## src/hdl/lds_pkg.sv

```systemverilog
// Shared constants, types and helpers for lane deskew and inversion
package lds_pkg;

  ////////////////////////////////////////////////////////////////////////////
  // Frame layout
  localparam int DEF_LANES        = 10;
  localparam int SAMPLES_PER_ELEM = 4;
  localparam int ELEM_BITS        = 5;
  localparam logic [2:0] PARITY_SLOT = 3'h4;
  localparam int ELEM_DBL         = 2 * ELEM_BITS;

  ////////////////////////////////////////////////////////////////////////////
  // Skew budgets and timing
  localparam int TIGHT_SKEW_PS    = 600;
  localparam int RELAXED_SKEW_PS  = 1500;
  localparam int CLK_PERIOD_NS    = 50;
  localparam int DEF_UI_PS        = CLK_PERIOD_NS * 1000;

  ////////////////////////////////////////////////////////////////////////////
  // Lock thresholds
  localparam int LOCK_MATCHES     = 8;
  localparam int UNLOCK_MISSES    = 4;
  localparam int LOSS_ELEMS       = 4;
  localparam int CNT_W            = 4;

  typedef enum logic [1:0] {
    FRM_HUNT,
    FRM_CHECK,
    FRM_SYNC
  } lds_frm_e;

  // Whole unit intervals covering a skew, at least one
  function automatic int skew_taps(input int skew_ps, input int ui_ps);
    int t;
    t = (skew_ps + ui_ps - 1) / ui_ps;
    return (t < 1) ? 1 : t;
  endfunction

endpackage

```

## src/hdl/lds_link_if.sv

```systemverilog
// Link between the deskew source and sink: data lanes plus reference lane
`timescale 1ns/1ps
interface lds_link_if #(
  parameter int N = lds_pkg::DEF_LANES
);
  logic [N-1:0] rx_lane_bits;
  logic         rx_reference_lane;

  modport src (
    output rx_lane_bits,
    output rx_reference_lane
  );

  modport snk (
    input  rx_lane_bits,
    input  rx_reference_lane
  );
endinterface

```

## src/hdl/lds_sink.sv

```systemverilog
// Deskew sink: frames the reference lane, aligns lanes, re-inverts data
`timescale 1ns/1ps
module lds_sink #(
  parameter int N       = lds_pkg::DEF_LANES,
  parameter bit RELAXED = 1'b1,
  parameter int UI_PS   = lds_pkg::DEF_UI_PS
) (
  input  wire logic         i_clk,
  input  wire logic         i_reset,
  lds_link_if.snk           link,
  input  wire logic         i_invert_en,
  output logic [N-1:0]      o_lane_bits,
  output logic [N-1:0]      o_lane_locked,
  output logic              o_frame_locked,
  output logic              o_lane_misalign_alarm,
  output logic              o_mismatch
);

  localparam int SKEW_PS = RELAXED ? lds_pkg::RELAXED_SKEW_PS
                                   : lds_pkg::TIGHT_SKEW_PS;
  localparam int REF_DLY = lds_pkg::skew_taps(SKEW_PS, UI_PS);
  localparam int TAPS    = 2 * REF_DLY + 1;
  localparam int SW      = $clog2(TAPS);
  localparam int ELEMS   = 2 * N + 1;
  localparam int EW      = $clog2(ELEMS);
  localparam int LW      = $clog2(N);
  localparam int CW      = lds_pkg::CNT_W;
  localparam logic [EW-1:0] LAST_ELEM = EW'(ELEMS - 1);
  localparam logic [LW-1:0] TOP_LANE  = LW'(N - 1);
  localparam int SPE = lds_pkg::SAMPLES_PER_ELEM;
  localparam logic [LW-1:0] RESUME_LANE = LW'((2 * N - 1 - (SPE % N)) % N);
  localparam logic [SW-1:0] LAST_TAP  = SW'(TAPS - 1);
  localparam logic [CW-1:0] LOCK_END  = CW'(lds_pkg::LOCK_MATCHES - 1);
  localparam logic [CW-1:0] MISS_END  = CW'(lds_pkg::UNLOCK_MISSES - 1);
  localparam logic [CW-1:0] LOSS_END  = CW'(lds_pkg::LOSS_ELEMS - 1);
  localparam int ED = lds_pkg::ELEM_DBL;
  localparam int EB = lds_pkg::ELEM_BITS;

  generate
    if (N < 2 || UI_PS < 1) begin : g_chk
      $error("lds_sink needs two or more lanes and a positive UI");
    end
  endgenerate

  lds_pkg::lds_frm_e state;
  logic [REF_DLY:0]  ref_hist;
  logic              ref_bit;
  logic [ED-2:0]     win;
  logic [ED-1:0]     cur;
  logic              cand;
  logic [2:0]        slot;
  logic [EW-1:0]     elem;
  logic [LW-1:0]     lane_idx;
  logic              acc;
  logic              par_ok;
  logic              elem_end;
  logic [CW-1:0]     bad_cnt;
  logic              in_sync;
  logic              inv_now;
  logic [N-1:0]      err;
  logic [TAPS-1:0]   hist [N];

  ////////////////////////////////////////////////////////////////////////////
  // Reference lane delay and framing window
  always_comb begin
    ref_bit  = ref_hist[REF_DLY];
    cur      = {win, ref_bit};
    cand     = ~(^cur[EB-1:0]) & ~(^cur[ED-1:EB]);
    elem_end = (slot == lds_pkg::PARITY_SLOT);
    par_ok   = ((acc ^ ref_bit) == elem[0]);
    in_sync  = (state == lds_pkg::FRM_SYNC);
    inv_now  = i_invert_en & in_sync & elem[0];
  end

  always_ff @(posedge i_clk) begin
    if (i_reset) begin
      ref_hist <= '0;
      win      <= '0;
    end else begin
      ref_hist <= {ref_hist[REF_DLY-1:0], link.rx_reference_lane};
      win      <= cur[ED-2:0];
    end
  end

  ////////////////////////////////////////////////////////////////////////////
  // Frame position counters
  always_ff @(posedge i_clk) begin
    if (i_reset || state == lds_pkg::FRM_HUNT) begin
      // Hunt hit ends element 0; resume at element 1
      slot     <= 3'h0;
      elem     <= EW'(1);
      lane_idx <= RESUME_LANE;
      acc      <= 1'b0;
    end else if (elem_end) begin
      slot <= 3'h0;
      acc  <= 1'b0;
      if (elem == LAST_ELEM) begin
        elem     <= '0;
        lane_idx <= TOP_LANE;
      end else begin
        elem <= elem + EW'(1);
      end
    end else begin
      slot     <= slot + 3'h1;
      acc      <= (slot == 3'h0) ? ref_bit : acc ^ ref_bit;
      lane_idx <= (lane_idx == '0) ? TOP_LANE : lane_idx - LW'(1);
    end
  end

  ////////////////////////////////////////////////////////////////////////////
  // Reference frame hunt, check and sync
  always_ff @(posedge i_clk) begin
    if (i_reset) begin
      state   <= lds_pkg::FRM_HUNT;
      bad_cnt <= '0;
    end else begin
      case (state)
        lds_pkg::FRM_HUNT: begin
          bad_cnt <= '0;
          if (cand) begin
            state <= lds_pkg::FRM_CHECK;
          end
        end
        lds_pkg::FRM_CHECK: begin
          if (elem_end && !par_ok) begin
            state <= lds_pkg::FRM_HUNT;
          end else if (elem_end && elem == LAST_ELEM) begin
            state <= lds_pkg::FRM_SYNC;
          end
        end
        lds_pkg::FRM_SYNC: begin
          if (elem_end) begin
            if (par_ok) begin
              bad_cnt <= '0;
            end else if (bad_cnt == LOSS_END) begin
              state <= lds_pkg::FRM_HUNT;
            end else begin
              bad_cnt <= bad_cnt + CW'(1);
            end
          end
        end
        default: begin
          state <= lds_pkg::FRM_HUNT;
        end
      endcase
    end
  end

  ////////////////////////////////////////////////////////////////////////////
  // Per-lane delay search, lock and aligned output
  genvar l;
  generate
    for (l = 0; l < N; l++) begin : g_lane
      logic [SW-1:0] sel;
      logic [CW-1:0] cnt;
      logic          tap;
      logic          hit;
      logic          match;

      always_comb begin
        tap    = hist[l][sel];
        hit    = in_sync & ~elem_end & (lane_idx == LW'(l));
        match  = (tap == ref_bit);
        err[l] = hit & ~match;
      end

      always_ff @(posedge i_clk) begin
        if (i_reset) begin
          hist[l] <= '0;
        end else begin
          hist[l] <= {hist[l][TAPS-2:0], link.rx_lane_bits[l]};
        end
      end

      always_ff @(posedge i_clk) begin
        if (i_reset || state == lds_pkg::FRM_HUNT) begin
          sel              <= '0;
          cnt              <= '0;
          o_lane_locked[l] <= 1'b0;
        end else if (hit && !o_lane_locked[l]) begin
          if (!match) begin
            sel <= (sel == LAST_TAP) ? '0 : sel + SW'(1);
            cnt <= '0;
          end else if (cnt == LOCK_END) begin
            o_lane_locked[l] <= 1'b1;
            cnt              <= '0;
          end else begin
            cnt <= cnt + CW'(1);
          end
        end else if (hit) begin
          if (match) begin
            cnt <= '0;
          end else if (cnt == MISS_END) begin
            o_lane_locked[l] <= 1'b0;
            cnt              <= '0;
          end else begin
            cnt <= cnt + CW'(1);
          end
        end
      end

      always_ff @(posedge i_clk) begin
        if (i_reset) begin
          o_lane_bits[l] <= 1'b0;
        end else begin
          o_lane_bits[l] <= tap ^ inv_now;
        end
      end
    end
  endgenerate

  ////////////////////////////////////////////////////////////////////////////
  // Alarm and error reporting
  always_ff @(posedge i_clk) begin
    if (i_reset) begin
      o_lane_misalign_alarm <= 1'b1;
      o_frame_locked        <= 1'b0;
      o_mismatch            <= 1'b0;
    end else begin
      o_lane_misalign_alarm <= ~(in_sync & (&o_lane_locked));
      o_frame_locked        <= in_sync;
      o_mismatch            <= |err;
    end
  end

endmodule

```

## src/flat_wrapper.sv

```systemverilog
// flat-port wrapper written by rule: the top's interface ports become plain ports
module lds_sink_flat 
#(
  parameter int N       = lds_pkg::DEF_LANES,
  parameter bit RELAXED = 1'b1,
  parameter int UI_PS   = lds_pkg::DEF_UI_PS
)
  (i_clk, i_reset, i_invert_en, o_lane_bits, o_lane_locked, o_frame_locked, o_lane_misalign_alarm, o_mismatch, link_rx_lane_bits, link_rx_reference_lane);
  lds_link_if #(.N(N)) link_i ();
  input  wire logic i_clk;
  input  wire logic i_reset;
  input  wire logic i_invert_en;
  output logic [N-1:0] o_lane_bits;
  output logic [N-1:0] o_lane_locked;
  output logic o_frame_locked;
  output logic o_lane_misalign_alarm;
  output logic o_mismatch;
  input wire logic [$bits(link_i.rx_lane_bits)-1:0] link_rx_lane_bits;
  input wire logic [$bits(link_i.rx_reference_lane)-1:0] link_rx_reference_lane;
  assign link_i.rx_lane_bits = link_rx_lane_bits;
  assign link_i.rx_reference_lane = link_rx_reference_lane;
  lds_sink #(.N(N), .RELAXED(RELAXED), .UI_PS(UI_PS)) u_core (.i_clk(i_clk), .i_reset(i_reset), .link(link_i), .i_invert_en(i_invert_en), .o_lane_bits(o_lane_bits), .o_lane_locked(o_lane_locked), .o_frame_locked(o_frame_locked), .o_lane_misalign_alarm(o_lane_misalign_alarm), .o_mismatch(o_mismatch));
endmodule
```

## config.mk

```make
export PLATFORM = sky130hd
export DESIGN_NAME = lds_sink_flat
export DESIGN_NICKNAME = d
export VERILOG_FILES = /design/src/hdl/lds_pkg.sv /design/src/hdl/lds_link_if.sv /design/src/hdl/lds_sink.sv /design/src/flat_wrapper.sv
export SDC_FILE = /design/constraint.sdc
export NUM_CORES = 1
export LEC_CHECK = 0
export ABC_AREA = 1
export BUFFER_PORTS_ARGS = -buffer_cell sky130_fd_sc_hd__buf_4
export CORE_AREA = 2 2 112 114
export CTS_BUF_LIST = sky130_fd_sc_hd__clkbuf_4
export DETAILED_ROUTE_END_ITERATION = 10
export DIE_AREA = 0 0 114 116
export PLACE_DENSITY_LB_ADDON = 0.2
export SLEW_MARGIN = 20
export SYNTH_ARGS = -nofsm -noshare
export SYNTH_HDL_FRONTEND = slang
export SYNTH_SLANG_ARGS = --single-unit
```

## constraint.sdc

```tcl
create_clock -name i_clk -period 2.24 [get_ports i_clk]
set_input_delay 0.112 -clock i_clk [delete_from_list [all_inputs] [get_ports i_clk]]
set_output_delay 0.112 -clock i_clk [all_outputs]
set_load 0.01 [all_outputs]
```

==> metrics.txt <==
count of filler cells inserted in the layout 1078; clock power share 29.4%; Vias/cell 5.233; Die Y 116 um; initial core utilization 60.40%; crit start category flop; Hold Path Class in -> reg; port bufs 36; first-pass GRT wire length 26920 um; Core Rows 40; commonest non-fill, non-tap cells in the layout 224 x nand2_1, 168 x inv_1, 142 x dfxtp_1; Syn-to-layout area delta 13.06%; final hold slack 0.04899 ns; Clk Latency, worst-skew pair 0.56 ns; Psw 1.789 mW; H-tree depth 4; pwr dens 693.4 nW/um^2; kind of end point of the critical path flop; vias in the first global route 6061; first-pass iteration count of the detailed router 5; Clock Skew 0.01868 ns; initial antenna violation count 0; Sw Ratio 31.72%; Syn Area/Cell 6.911 um^2; I/O Pins 37; largest net degree at the start of global routing 37; Syn Nets 1080; LEAKAGE 3.693 nW; Worst-Margin Slew 0.5932 ns; CTS tree yes; synth warn 0; Core Area 11910 um^2; # setup viols final 0; Die X 114 um; mapped cell area 7194 um^2; share of cells above drive strength 1 10.88%; die area 13220 um^2; Post-DRT Antenna Nets 0; gpl congestion 1.004; Seq cells post-synth 143; Pint 3.851 mW; Rel. slew slack 60.09%; Period minus WS final 2.083 ns; ys flop type dfxtp_1; worst-path maximum fanout 6; Final Max Slew Viols 0; max frequency 480.1 MHz; Max Root-Sink Buffers 2; Avg WL per Cell 12.66 um; Critical Path RT 2.73 ns; All-Layer GR Usage 25.57%; Gate power share 22.2%; ANT cells 0; CTS clock-pin slew for the worst setup and hold paths 0.11 ns; Remaining Overflow, GRT 0; Pwr Total 5.640 mW; Seq/Total Area, Yosys 39.79%; drt first-iter violations 409; VDD IR max 0.0003647 V; synthesized netlist cell count 1041; ys async rst share 0%; residual DRC count 0; CTS sink cnt 143; HPWL after DPL 11440 um; Distinct cells, synth 42; most common cell after layout, fill and taps aside nand2_1; routed vias 6636; final period utilization 92.98%; maxcap violations 0; Num CTS Buffers 17; final hold violations 0; power share of the sequential group 48.5%; nets 1149; Total Wirelength 16050 um; root buf cell clkbuf_4; crit path DAT 2.58 ns; Post-synth EDFFs 0; WS Path Type reg -> reg; status finished, final reports clean
## path summary, 6_finish.rpt
kind	cells after the start	end	start	slack [ns]
max	13	u_core.o_lane_locked[4]$_SDFFE_PP0P_	u_core.slot[0]$_SDFF_PP0_	0.16
min	4	u_core.o_lane_bits[9]$_SDFF_PP0_	i_invert_en	0.05
max reg2reg	13	u_core.o_lane_locked[4]$_SDFFE_PP0P_	u_core.slot[0]$_SDFF_PP0_	0.16
min reg2reg	1	u_core.slot[0]$_SDFF_PP0_	u_core.slot[0]$_SDFF_PP0_	0.43
## state kept, by name, indices dropped and copies added (netlist names), 4 cells and up
| register | cells |
|---|---|
| u_core.bad_cnt | 4 |
| u_core.elem | 5 |
| u_core.g_lane.cnt | 40 |
| u_core.g_lane.sel | 20 |
| u_core.hist | 30 |
| u_core.lane_idx | 4 |
| u_core.o_lane_bits | 10 |
| u_core.o_lane_locked | 10 |
| u_core.win | 9 |
## critical path, stage by stage, from the launching register on
cell and delay (ns):
dfxtp_2 0.36, inv_1 0.04, ha_1 0.20, nand2_1 0.09
inv_2 0.09, nor2_8 0.19, nand2_4 0.14, nor2_8 0.18
nand2_2 0.09, inv_1 0.09, ha_1 0.25, nand4_1 0.09
o21ai_0 0.08, a21oi_1 0.13
## synth_stat cells, types with 2 or more instances
library cell,n,area share (%)
nor2_1,105,5.5
inv_2,7,0.37
o22ai_1,2,0.17
a211oi_1,6,0.63
nor3_1,17,1.2
nand4_1,15,1.3
o21ai_0,64,4.5
nand2_2,9,0.78
ha_1,25,4.3
xor2_1,7,0.85
dfxtp_1,143,40
nand2_1,224,12
nor2_2,4,0.35
o21ai_1,5,0.35
xnor2_1,3,0.37
clkbuf_1,6,0.31
nor2_4,5,0.78
buf_1,6,0.31
inv_1,168,8.8
buf_2,6,0.42
o31ai_1,2,0.21
nand3_1,92,6.4
nand2_4,3,0.47
nor3b_1,2,0.21
nand3b_1,8,0.83
nor2_8,5,1.4
o211ai_1,7,0.73
a21oi_1,81,5.6
## power by group through the flow
stage	combinational (mW)	clock, mW	sequential (mW)
floorplan	0.860	0	2.78
global placement	1.18	0	2.78
detailed placement	1.20	0	2.79
CTS	1.23	1.70	2.73
global route	1.40	1.81	2.75
finish	1.25	1.66	2.73
## through the flow
step                      setup TNS, ns  setup WS [ns]  area, um^2  instances  util, %
after floorplan                       0         0.3286        7194       1041        -
final                                 0         0.1571        8134       1268    68.29
after global routing           -0.02526       -0.01622        8134       1268    68.29
after global placement                0         0.2352        7654       1215    64.25
after detailed placement              0         0.1653        7654       1215    64.25
after CTS                             0        0.06534        8055       1258    67.63
## metal layers
layer | global-route usage [%] | routed length, um | vias to the layer above
li1 | - | - | 3486
met1 | 31.03 | 7379 | 2964
met2 | 43.13 | 7520 | 158
met3 | 7.479 | 807 | 28
met4 | 9.756 | 346 | 0
met5 | 0 | 0 | -
## final cells by class
cell class	count	area, um^2	area share [%]
Timing Repair Buffer	68	555.5	6.830
Tap cell	147	183.9	2.261
Sequential cell	143	2864	35.21
Multi-Input combinational cell	704	3597	44.22
Clock inverter	10	121.4	1.492
Clock buffer	20	150.1	1.846
Inverter	176	661.9	8.137
## logic make-up after synthesis
logic type	after synthesis	synth area share (%)
xor gates and xnor gates	10	1.217
and+or+nand+nor	496	31.57
adders and majority gates	25	4.348
DFF	143	39.79
AOI/OAI and AO/OA	173	12.83
buffers and inverters	194	10.24
## what timing repair did
item / CTS / global route
resized for setup: 0 / 2
hold endpoints to repair: 17 / 0
hold buffers: 13 / 0
buffers inserted: 0 / 10
endpoints found under the setup margin: 0 / 7
No activity file was read; power rests on OpenSTA's default activity.
